**src/msc_params.svh**
```systemverilog
// msc_params.svh: register offsets, field positions and reset values
// assumes: included by the serial modem control module and its bench
`ifndef MSC_PARAMS_SVH
`define MSC_PARAMS_SVH

// i/o space offsets
`define MSC_ADDR_SERIAL_STATUS_CH0 8'h04
`define MSC_ADDR_SERIAL_STATUS_CH1 8'h05
`define MSC_ADDR_RXDATA0 8'h08
`define MSC_ADDR_EXT0 8'h12
`define MSC_ADDR_EXT1 8'h13
`define MSC_ADDR_TC0L 8'h1A
`define MSC_ADDR_TC0H 8'h1B
`define MSC_ADDR_TC1L 8'h1C
`define MSC_ADDR_TC1H 8'h1D
`define MSC_ADDR_MODEM 8'h1E

// extension control fields
`define MSC_EXT_RXINH 7
`define MSC_EXT_DCDDIS 6
`define MSC_EXT_CTSDIS 5
`define MSC_EXT_X1 4
`define MSC_EXT_BRGMODE 3
`define MSC_EXT_BRKDIS 2
`define MSC_EXT_BRKDET 1
`define MSC_EXT_SENDBRK 0
`define MSC_EXT1_RSVD_MASK 8'h9F

// status fields
`define MSC_ST_RXFULL 7
`define MSC_ST_OVERRUN_ERROR_FLAG 6
`define MSC_ST_PERR 5
`define MSC_ST_FERR 4
`define MSC_ST_DCD 2
`define MSC_ST_CTSEN 2
`define MSC_ST_TXEMPTY 1

// modem control register field
`define MSC_MODEM_RTS 0

// reset values
`define MSC_RST_BYTE 8'h00
`define MSC_RST_TC 16'h0000

`endif

```
**src/msc_pkg.sv**
```systemverilog
// msc_pkg.sv: types shared by the serial modem control block
// assumes: msc_params.svh is on the include path
package msc_pkg;
   typedef logic [7:0] msc_byte_t;
   typedef logic [15:0] msc_tc_t;
   // error flags in order overrun, parity, framing
   typedef logic [2:0] msc_err_t;
endpackage : msc_pkg

```
**src/msc_buf2.sv**
```systemverilog
// msc_buf2.sv: two-entry byte buffer with valid and ready on both sides
// assumes: one clock; storage keeps its contents across reset
`timescale 1ns/1ps
module msc_buf2 (
   // clock and reset
   input wire logic clk_sys,
   input wire logic rst_n,
   // filling side
   input wire logic inValid,
   input wire msc_pkg::msc_byte_t inData,
   output logic inReady,
   // draining side
   output logic outValid,
   output msc_pkg::msc_byte_t outData,
   input wire logic outReady
);
   import msc_pkg::*;

   msc_byte_t mem_reg [2];
   logic wrPtr_reg;
   logic rdPtr_reg;
   logic [1:0] cnt_reg;
   logic [1:0] cnt_next;
   wire push = inValid && inReady;
   wire pop = outValid && outReady;

   // occupancy after this cycle
   assign cnt_next = cnt_reg + {1'b0, push} - {1'b0, pop};
   assign outData = mem_reg[rdPtr_reg];

   // data storage has no reset so bytes survive a reset pulse [RULE_21]
   always_ff @(posedge clk_sys) begin
      if (push) begin
         mem_reg[wrPtr_reg] <= inData;
      end
   end

   // pointers and flags, flags kept as flops so ports come from registers
   always_ff @(posedge clk_sys or negedge rst_n) begin
      if (!rst_n) begin
         wrPtr_reg <= 1'b0;
         rdPtr_reg <= 1'b0;
         cnt_reg <= 2'h0;
         inReady <= 1'b0;
         outValid <= 1'b0;
      end else begin
         wrPtr_reg <= wrPtr_reg ^ push;
         rdPtr_reg <= rdPtr_reg ^ pop;
         cnt_reg <= cnt_next;
         inReady <= (cnt_next != 2'h2);
         outValid <= (cnt_next != 2'h0);
      end
   end
endmodule : msc_buf2

```
**src/msc_serial_ctrl.sv**
```systemverilog
// msc_serial_ctrl.sv: modem lines, baud time constants and flag gating
// assumes: cpu i/o strobes on clk_sys, shift logic and dma outside
//
// Function
// [RULE_01] break feature on when extension bit is 0, off when 1
// [RULE_02] channel 0 time constant bytes at 1AH and 1BH, reset zero
// [RULE_03] channel 1 time constant bytes at 1CH and 1DH, reset zero
// [RULE_04] baud mode bit makes time constant pair a 16-bit rate counter
// [RULE_05] channel 0 has clear-to-send, carrier-detect inputs and request-to-send out
// [RULE_06] channel 1 clear-to-send shares pin with clocked serial receive data
// [RULE_07] channel 0 clear-to-send high forces transmit-empty flag to 0
// [RULE_08] channel 0 clear-to-send low lets transmit-empty follow data register
// [RULE_09] clear-to-send only masks the flag, never stops the transmitter
// [RULE_10] carrier-detect high forces receive-full flag to 0
// [RULE_11] carrier-detect high also forces parity, framing, overrun flags to 0
// [RULE_12] flags stay suppressed after carrier returns until status is read
// [RULE_13] that first read re-enables flags yet still shows carrier bit 1
// [RULE_14] software reads status twice to see carrier bit cleared
// [RULE_15] request-to-send is a plain output bit with no side effects
// [RULE_16] shared pin acts as clear-to-send only when enable bit is 1
// [RULE_17] enabled channel 1 clear-to-send gates its transmit-empty likewise
// [RULE_18] receive-full and transmit-empty flags feed dma channel 0 requests
// [RULE_19] reset brings status and control registers to their reset values
// [RULE_20] reset halts receive and transmit activity on both channels
// [RULE_21] reset leaves transmit and receive data contents unchanged
`timescale 1ns/1ps
`include "msc_params.svh"
module msc_serial_ctrl (
   // clock and reset
   input wire logic clk_sys,
   input wire logic rst_n,
   // cpu i/o space
   input wire msc_pkg::msc_byte_t ioAddr,
   input wire msc_pkg::msc_byte_t ioWrData,
   input wire logic ioWr,
   input wire logic ioRd,
   output msc_pkg::msc_byte_t ioRdData,
   // modem pins
   input wire logic clearToSendInCh0N,
   input wire logic carrierDetectInCh0N,
   input wire logic clearToSendInCh1N,
   output logic requestToSendOutCh0N,
   output logic clockedSerialRxData,
   // shift logic side
   input wire logic [1:0] txDataFull,
   input wire logic rxDataFullCh1,
   input wire msc_pkg::msc_err_t rxErrIn0,
   input wire msc_pkg::msc_err_t rxErrIn1,
   input wire logic [1:0] breakDetected,
   input wire logic [1:0] fixedTick,
   input wire logic rxByteValid,
   input wire msc_pkg::msc_byte_t rxByteData,
   output logic rxByteReady,
   // gated flags and dma requests
   output logic [1:0] txRegisterEmptyFlag,
   output logic [1:0] rxRegisterFullFlag,
   output msc_pkg::msc_err_t errFlagsCh0,
   output msc_pkg::msc_err_t errFlagsCh1,
   output logic [1:0] dmaTxReq,
   output logic [1:0] dmaRxReq,
   // controls to the shift logic
   output logic serialRun,
   output logic [1:0] baudTick,
   output logic [1:0] breakFeatureEn,
   output logic [1:0] sendBreak,
   output logic [1:0] bitClockX1,
   output logic [1:0] rxIntInhibitOff
);
   import msc_pkg::*;

   // control and status storage
   msc_byte_t tcLo_reg [2];
   msc_byte_t tcHi_reg [2];
   msc_byte_t ext_reg [2];
   logic cts1Enable_reg;
   logic suppress_reg;
   logic [2:0] pinMeta_reg;
   logic [2:0] pinSync_reg;

   // pins are asynchronous, two flops before any use [RULE_05] [RULE_06]
   always_ff @(posedge clk_sys or negedge rst_n) begin
      if (!rst_n) begin
         pinMeta_reg <= 3'h7;
         pinSync_reg <= 3'h7;
      end else begin
         pinMeta_reg <= {clearToSendInCh1N, carrierDetectInCh0N, clearToSendInCh0N};
         pinSync_reg <= pinMeta_reg;
      end
   end

   wire ctsHighCh0 = pinSync_reg[0];
   wire dcdHighCh0 = pinSync_reg[1];
   wire sharedPinHigh = pinSync_reg[2];

   // address decode
   wire selStat0 = (ioAddr == `MSC_ADDR_SERIAL_STATUS_CH0);
   wire selStat1 = (ioAddr == `MSC_ADDR_SERIAL_STATUS_CH1);
   wire selRxData0 = (ioAddr == `MSC_ADDR_RXDATA0);
   wire selModem = (ioAddr == `MSC_ADDR_MODEM);
   wire [1:0] selExt = {ioAddr == `MSC_ADDR_EXT1, ioAddr == `MSC_ADDR_EXT0};
   wire [1:0] selTcLo = {ioAddr == `MSC_ADDR_TC1L, ioAddr == `MSC_ADDR_TC0L};
   wire [1:0] selTcHi = {ioAddr == `MSC_ADDR_TC1H, ioAddr == `MSC_ADDR_TC0H};
   wire stat0Rd = ioRd && selStat0;
   wire rxData0Rd = ioRd && selRxData0;

   // receive bytes of channel 0 wait in the buffer; a slow cpu stalls the shifter
   logic rxBufValid;
   msc_byte_t rxBufData;
   msc_buf2 u_rxBuf (
      .clk_sys(clk_sys),
      .rst_n(rst_n),
      .inValid(rxByteValid),
      .inData(rxByteData),
      .inReady(rxByteReady),
      .outValid(rxBufValid),
      .outData(rxBufData),
      .outReady(rxData0Rd)
   );

   // per channel time constant and extension registers [RULE_19]
   genvar ch;
   generate
      for (ch = 0; ch < 2; ch++) begin : g_chan
         logic [15:0] cnt_reg;
         logic tick_reg;
         wire msc_tc_t tc = {tcHi_reg[ch], tcLo_reg[ch]};
         wire brgMode = ext_reg[ch][`MSC_EXT_BRGMODE];

         // byte registers, written whole [RULE_02] [RULE_03]
         always_ff @(posedge clk_sys or negedge rst_n) begin
            if (!rst_n) begin
               tcLo_reg[ch] <= `MSC_RST_BYTE;
               tcHi_reg[ch] <= `MSC_RST_BYTE;
               ext_reg[ch] <= `MSC_RST_BYTE;
            end else if (ioWr) begin
               if (selTcLo[ch]) tcLo_reg[ch] <= ioWrData;
               if (selTcHi[ch]) tcHi_reg[ch] <= ioWrData;
               if (selExt[ch]) ext_reg[ch] <= ioWrData;
            end
         end

         // 16-bit rate counter replaces the fixed chain in baud mode [RULE_04]
         always_ff @(posedge clk_sys or negedge rst_n) begin
            if (!rst_n) begin
               cnt_reg <= `MSC_RST_TC;
               tick_reg <= 1'b0;
            end else if (!brgMode) begin
               cnt_reg <= tc;
               tick_reg <= fixedTick[ch];
            end else if (cnt_reg == 16'h0000) begin
               cnt_reg <= tc;
               tick_reg <= 1'b1;
            end else begin
               cnt_reg <= cnt_reg - 16'h0001;
               tick_reg <= 1'b0;
            end
         end
         // ticks stop while reset is held, which halts both shifters [RULE_20]
         assign baudTick[ch] = tick_reg;
      end
   endgenerate

   // write-side flops of modem control and channel 1 enable
   always_ff @(posedge clk_sys or negedge rst_n) begin
      if (!rst_n) begin
         requestToSendOutCh0N <= 1'b1;
         cts1Enable_reg <= 1'b0;
      end else if (ioWr) begin
         // touches nothing else in the block [RULE_15]
         if (selModem) requestToSendOutCh0N <= ~ioWrData[`MSC_MODEM_RTS];
         if (selStat1) cts1Enable_reg <= ioWrData[`MSC_ST_CTSEN];
      end
   end

   // carrier suppression: set while carrier high, set wins over read clear
   wire dcdGateOn = !ext_reg[0][`MSC_EXT_DCDDIS];
   always_ff @(posedge clk_sys or negedge rst_n) begin
      if (!rst_n) begin
         suppress_reg <= 1'b0;
      end else if (dcdHighCh0) begin
         suppress_reg <= 1'b1; // [RULE_10] [RULE_11]
      end else if (stat0Rd) begin
         suppress_reg <= 1'b0; // [RULE_12] [RULE_13]
      end
   end

   // flag gating; clear-to-send only masks flags, transmitter keeps running [RULE_09]
   wire ctsMask0 = ctsHighCh0 && !ext_reg[0][`MSC_EXT_CTSDIS]; // [RULE_07] [RULE_08]
   wire ctsMask1 = cts1Enable_reg && sharedPinHigh; // [RULE_16] [RULE_17]
   wire rxMask0 = (suppress_reg || dcdHighCh0) && dcdGateOn; // [RULE_10] [RULE_12]
   wire [1:0] txEmptyNext = {!txDataFull[1] && !ctsMask1, !txDataFull[0] && !ctsMask0};
   wire [1:0] rxFullNext = {rxDataFullCh1, rxBufValid && !rxMask0};
   wire msc_err_t err0Next = rxMask0 ? 3'h0 : rxErrIn0; // [RULE_11]

   // registered flags, dma requests and control outputs
   always_ff @(posedge clk_sys or negedge rst_n) begin
      if (!rst_n) begin
         txRegisterEmptyFlag <= 2'h0;
         rxRegisterFullFlag <= 2'h0;
         errFlagsCh0 <= 3'h0;
         errFlagsCh1 <= 3'h0;
         dmaTxReq <= 2'h0;
         dmaRxReq <= 2'h0;
         serialRun <= 1'b0; // [RULE_20]
         clockedSerialRxData <= 1'b1;
      end else begin
         txRegisterEmptyFlag <= txEmptyNext;
         rxRegisterFullFlag <= rxFullNext;
         errFlagsCh0 <= err0Next;
         errFlagsCh1 <= rxErrIn1;
         dmaTxReq <= txEmptyNext; // [RULE_18]
         dmaRxReq <= rxFullNext; // [RULE_18]
         serialRun <= 1'b1;
         clockedSerialRxData <= sharedPinHigh; // [RULE_06]
      end
   end

   // extension bits steer the shift logic; break feature is active low [RULE_01]
   assign breakFeatureEn = {!ext_reg[1][`MSC_EXT_BRKDIS], !ext_reg[0][`MSC_EXT_BRKDIS]};
   assign sendBreak = {ext_reg[1][`MSC_EXT_SENDBRK], ext_reg[0][`MSC_EXT_SENDBRK]};
   assign bitClockX1 = {ext_reg[1][`MSC_EXT_X1], ext_reg[0][`MSC_EXT_X1]};
   assign rxIntInhibitOff = {ext_reg[1][`MSC_EXT_RXINH], ext_reg[0][`MSC_EXT_RXINH]};

   // read values; status shows the latched carrier so the first read gives 1
   wire msc_byte_t stat0Val = {rxFullNext[0], err0Next, 1'b0,
      suppress_reg || dcdHighCh0, txEmptyNext[0], 1'b0}; // [RULE_13]
   wire msc_byte_t stat1Val = {rxFullNext[1], rxErrIn1, 1'b0,
      cts1Enable_reg, txEmptyNext[1], 1'b0};
   wire msc_byte_t ext0Val = {ext_reg[0][7:2], breakDetected[0], ext_reg[0][0]};
   wire msc_byte_t ext1Val = {ext_reg[1][7:2], breakDetected[1], ext_reg[1][0]}
      & `MSC_EXT1_RSVD_MASK;
   wire msc_byte_t rdMux =
      selStat0 ? stat0Val :
      selStat1 ? stat1Val :
      selRxData0 ? rxBufData :
      selExt[0] ? ext0Val :
      selExt[1] ? ext1Val :
      selTcLo[0] ? tcLo_reg[0] :
      selTcHi[0] ? tcHi_reg[0] :
      selTcLo[1] ? tcLo_reg[1] :
      selTcHi[1] ? tcHi_reg[1] :
      selModem ? {7'h00, ~requestToSendOutCh0N} : 8'h00;

   // read data is captured on the read strobe and held until the next read
   always_ff @(posedge clk_sys or negedge rst_n) begin
      if (!rst_n) begin
         ioRdData <= `MSC_RST_BYTE;
      end else if (ioRd) begin
         ioRdData <= rdMux;
      end
   end
endmodule : msc_serial_ctrl

```
**config.mk**
```make
export PLATFORM = sky130hd
export DESIGN_NAME = msc_serial_ctrl
export DESIGN_NICKNAME = d
export VERILOG_FILES = /design/src/msc_pkg.sv /design/src/msc_buf2.sv /design/src/msc_serial_ctrl.sv
export VERILOG_INCLUDE_DIRS = /design/src
export SDC_FILE = /design/constraint.sdc
export NUM_CORES = 1
export LEC_CHECK = 0
export BUFFER_PORTS_ARGS = -buffer_cell sky130_fd_sc_hd__buf_2
export CORE_UTILIZATION = 35
export CTS_CLUSTER_SIZE = 25
export DETAILED_ROUTE_END_ITERATION = 12
export GPL_ROUTABILITY_DRIVEN = 0
export SYNTH_ARGS = -nofsm -noshare
export SYNTH_HDL_FRONTEND = slang
export SYNTH_SLANG_ARGS = --single-unit
```
**constraint.sdc**
```tcl
create_clock -name clk_sys -period 2.25 [get_ports clk_sys]
set_input_delay 0 -clock clk_sys [delete_from_list [all_inputs] [get_ports clk_sys]]
set_output_delay 0 -clock clk_sys [all_outputs]
set_load 0.01 [all_outputs]
```
# == Word-level counts from Yosys, hierarchy flattened ==
# Memory sizes are Yosys's and may differ from the RTL's.
# Cells that the tools add are included.
# classes
shift,0
n_div,0
n_addsub,4
mul,0
order_cmp,0
reduce_logical,32
n_bitwise,4
eq_ne,11
n_mux,23
# ops
cell,n
8-bit two-way mux,9
16-bit two-way mux,4
8-bit by 5-bit equality test with 1-bit output (second input constant),7
16-bit zero test,2
16-bit by 1-bit subtractor with 16-bit output (second input constant),2
8-bit by 3-bit equality test with 1-bit output (second input constant),2
2-bit AND reduction,8
1-bit logical AND,10
1-bit zero test,9
1-bit two-way mux,9
8-bit by 4-bit equality test with 1-bit output (second input constant),1
2-bit nonzero test,2
3-bit two-way mux,1
2-bit by 1-bit adder with 2-bit output,1
2-bit inequality test (second input constant),1
1-bit inverter,2
2-bit by 1-bit subtractor with 2-bit output,1
1-bit XOR,2
1-bit logical OR,1
# word_totals
ff_bits,117
ram_bits,16
mem_bits_ro,0
input_bits,45
latch_bits,0
n_memories,1
out_inout_bits,36
elab_cells,102
# mem_list
memory,depth,word_bits,read_ports,rd_clocked_by_memory_dff,write_ports,line_no,text
u_rxBuf.mem_reg,2,8,1,0,1,msc_buf2.sv:19,msc_byte_t mem_reg [2];

# == Logic depth before layout (Yosys ltp) ==
# logic_depth
ltp_word,11
mapped_depth,11

# == Modules after synthesis ==
# A second synthesis with hierarchy kept.
# unflattened
cells_unflattened,560
hier_area_um2,6229.7
# by_module_without_submodules
mod,area_each_um2,n_inst,cells_each
msc_serial_ctrl,5387.7,1,514
msc_buf2,842.1,1,46

# == Worst setup path before layout ==
# No wires, ideal clock.
# synth_path
kind,input-to-reg
startpoint,in ioAddr[0]
endpoint,reg u_rxBuf.inReady
setup_ps,127
path_buffers,2
path_stages,11
t_required_ps,2123
setup_slack_ps,-122
t_arrival_ps,2245
path_cell_list,clkbuf_1 > or4b_1 > clkbuf_1 > nor2_1 > and3_1 > ha_1 > inv_1 > ha_1 > xor2_1 > xnor2_1 > or2_2
# synth_via
elab_chain_len,5
# synth_lines
item,line_no,text
"start, declared",msc_serial_ctrl.sv:33,"input wire msc_pkg::msc_byte_t ioAddr,"
8-bit by 4-bit equality test with 1-bit output (no source line),--,
1-bit logical AND,msc_serial_ctrl.sv:104,wire rxData0Rd = ioRd && selRxData0;
1-bit logical AND,msc_buf2.sv:25,wire pop = outValid && outReady;
2-bit by 1-bit subtractor with 2-bit output,msc_buf2.sv:28,"assign cnt_next = cnt_reg + {1'b0, push} - {1'b0, pop};"
2-bit inequality test,msc_buf2.sv:50,inReady <= (cnt_next != 2'h2);
"end signal, assigned",msc_buf2.sv:50,
"end, declared",msc_buf2.sv:11,"output logic inReady,"
# Every way passes these cells.
# A chain may end at the register's enable or synchronous reset.

# == Final worst setup path ==
# layout_path
startpoint,reg g_chan[0].cnt_reg[10]
endpoint,reg g_chan[0].cnt_reg[7]
# layout_via
elab_chain_len,3
# layout_lines
item,line_no,text
"start, declared",msc_serial_ctrl.sv:124,logic [15:0] cnt_reg;
"start signal, assigned",msc_serial_ctrl.sv:145,cnt_reg <= `MSC_RST_TC;
"start signal, assigned",msc_serial_ctrl.sv:148,cnt_reg <= tc;
"start signal, assigned",msc_serial_ctrl.sv:151,cnt_reg <= tc;
16-bit zero test,msc_serial_ctrl.sv:150,end else if (cnt_reg == 16'h0000) begin
16-bit two-way mux,msc_serial_ctrl.sv:150,
16-bit two-way mux,msc_serial_ctrl.sv:147,end else if (!brgMode) begin
# Every way passes these cells.

==> reports/qor.csv <==
metric,value,unit
grt_antenna_before_repair,0,
synthXorXnorAreaFrac,4.05,%
routed_wirelength,15.6,mm
synth_warnings,0,
ys_ff_latch,129,
synthDominantCellAreaShare,41.9,%
routed_wire_length_per_instance,17.1,um
max-vdd-ir-drop,0.491,mV
syn-cell-area,0.00627,sq mm
drt_drc_violations_left,0,
worst_ep_arrival_time,2.38,ns
cts_made_buffers,17,
clk_pin_slew,0.05,ns
synth_top_family_by_area,simple AND/OR/NAND/NOR gates,
grt_first_pass_wirelength,24.9,mm
report.final.slew_viol_count,0,
coreArea,0.0174,sq mm
final_report_hold_violation_count,0,
cts_tree,yes,
synth_fp_nets,604,
postSynth.topFlopCell,sky130_fd_sc_hd__dfrtp_1,
drt_iter0_drc,304,
cts-htree-levels,4,
crit_fanout,26,
clock_insertion_delay_worst_skew,0.42,ns
port_buffers,80,
finClkSkew,0.00686,ns
timing.max_cap.violations,0,
synthMuxAreaShare,9.77,%
pwr_density_cell,840,mW/mm^2
synthTopCellsByCount,"sky130_fd_sc_hd__dfrtp_1, sky130_fd_sc_hd__nand2_1, sky130_fd_sc_hd__o21ai_0",
yosysMostFrequentCell,sky130_fd_sc_hd__dfrtp_1,
criticalPathCategory,register to register,
nNetsFinal,725,
post_synthesis_cell_type_with_the_largest_combined_area,sky130_fd_sc_hd__dfrtp_1,
synth-compound-area-share,12.0,%
io_pins,81,
proportion_of_register_bits_with_asynchronous_set_or_reset_after_synthesis,87.6,%
place.detailed.hpwl,11.6,mm
outcome,finished clean,
firstDrtPassIters,5,
initial_core_util,36.0,%
grt_max_degree,48,
yosys.area_share.simple,14.6,%
synth-edff-count,16,
hold_path.class,input port to register,
cts.path.max_buffers,2,
fraction_of_the_yosys_area_taken_by_sequential_cells,52.9,%
clockRootBuffer,sky130_fd_sc_hd__clkbuf_16,
dieHeight,136,um
finalCritPeriodShare,92.4,%
ant_diodes,0,
routed_via_density,5.18,
cells_after_synthesis,551,
final_antenna_net_count,0,
groute.usage.overall,18.0,%
max_slew_margin,58.4,%
yosys-top-cells-area,"sky130_fd_sc_hd__dfrtp_1, sky130_fd_sc_hd__edfxtp_1, sky130_fd_sc_hd__mux2_2, sky130_fd_sc_hd__o21ai_0, sky130_fd_sc_hd__dfstp_2",
netlist-cell-type-count,67,
die_width,136,um
critical_path.endpoint_type,register,
number_of_global_route_vias_before_repair,4723,
numClockSinks,129,
dp_worst_setup_slack,-0.0158,ns
setup_repair_after_global_routing_missed_its_margin,no,
overflow,0,
p_leak,0.00359,uW
area_growth,25.3,%
fp-row-count,48,
layout-drive-gt1-share,30.2,%
stdcell_count,910,
worst_ep_required_time,2.55,ns
finalWorstSetupSlack,0.170,ns
place.detailed.instances,845,
final_period_demand_of_the_worst_path,2.08,ns
worst_setup_path_start_kind,register,
fp.dieArea,0.0185,sq mm
setup_viol,0,
synth-adder-area-share,1.60,%
worstMarginPinSlew,0.623,ns
cts_post_setup_buffers_inserted,0,
max_freq,0.481,GHz
route.vias.total,4714,
synth_area_per_cell,11.4,sq um
[area by class of cell]
class                           instances  area [sq um]
Fill cell                            1654          9560
Sequential cell                       129          3320
Clock inverter                          4          47.5
Clock buffer                           28           528
Multi-Input combinational cell        367          2660
Timing Repair Buffer                  138           958
Tap cell                              225           282
Inverter                               19          71.3
[report_power, final]
part	internal [uW]	switching (uW)	total, uW
combinational	553	667	1220
clock	1700	932	2630
sequential	2610	146	2750
[critical path, cell delays in order, from the launching register on]
cell                      delay (ns)
sky130_fd_sc_hd__dfrtp_1        0.39
sky130_fd_sc_hd__or3_4          0.40
sky130_fd_sc_hd__or3_4          0.37
sky130_fd_sc_hd__o41ai_4        0.39
sky130_fd_sc_hd__buf_12         0.21
sky130_fd_sc_hd__a21oi_1        0.05
sky130_fd_sc_hd__a21o_1         0.16
[what timing repair did]
action / 4_1_cts / 5_1_grt
hold buffers: 33 / 0
setup endpoints to repair: 0 / 0
resized for setup: 0 / 0
endpoints found under the hold margin: 119 / 0
[cell families (layout without fill, tap and decap cells)]
group / Yosys count / count (layout)
AO/OA/AOI/OAI: 113 / 113
other: 1 / 1
AND/OR/NAND/NOR: 163 / 163
flip-flops: 129 / 129
multiplexers: 53 / 53
XOR/XNOR: 29 / 29
buffers and inverters: 55 / 189
adder cells (fa/ha/maj): 8 / 8
[per-stage QoR]
stage,instance area [sq um],total power (uW),utilization [%],TNS (ns),hold WS (ns)
after floorplan,6300,3590,-,0,-0.296
after CTS,7860,6670,45.1,0,0.0348
after global routing,7860,6920,45.1,0,0.0633
after global placement,6950,3920,39.9,0,0.0562
final,7860,6600,45.1,0,0.0608
after detailed placement,6950,3970,39.9,-0.0158,0.0595
[worst paths after layout]
| check | from | to | slack (ns) | cells past startpoint |
|---|---|---|---|---|
| min reg2reg | pinMeta_reg[2] | pinSync_reg[2] | 0.36 | 0 |
| max reg2reg | g_chan[0].cnt_reg[10] | g_chan[0].cnt_reg[7] | 0.17 | 6 |
| min | rxByteValid | u_rxBuf.cnt_reg[0] | 0.06 | 3 |
| max in group asynchronous | rst_n | requestToSendOutCh0N | 1.39 | 3 |
| min in group asynchronous | rst_n | g_chan[0].cnt_reg[2] | 0.14 | 2 |
| max | g_chan[0].cnt_reg[10] | g_chan[0].cnt_reg[7] | 0.17 | 6 |
[placed cells by master, fill, tap and decap left out, types with 12 or more instances in the layout]
master,count
sky130_fd_sc_hd__dfrtp_1,105
sky130_fd_sc_hd__buf_2,79
sky130_fd_sc_hd__nand2_1,52
sky130_fd_sc_hd__o21ai_0,45
sky130_fd_sc_hd__mux2_2,38
sky130_fd_sc_hd__dlygate4sd3_1,33
sky130_fd_sc_hd__nor2_1,23
sky130_fd_sc_hd__buf_4,23
sky130_fd_sc_hd__inv_1,19
sky130_fd_sc_hd__xnor2_1,19
sky130_fd_sc_hd__clkbuf_16,18
sky130_fd_sc_hd__edfxtp_1,16
sky130_fd_sc_hd__a21oi_1,12
[metal layers]
layer | global-route usage, % | up-vias | routed length (um)
li1 | - | 2216 | -
met1 | 22.6 | 2351 | 6790
met2 | 29.5 | 117 | 7800
met3 | 4.18 | 30 | 575
met4 | 8.21 | 0 | 432
met5 | 0 | - | 0
No activity file was read; power rests on OpenSTA's default activity.
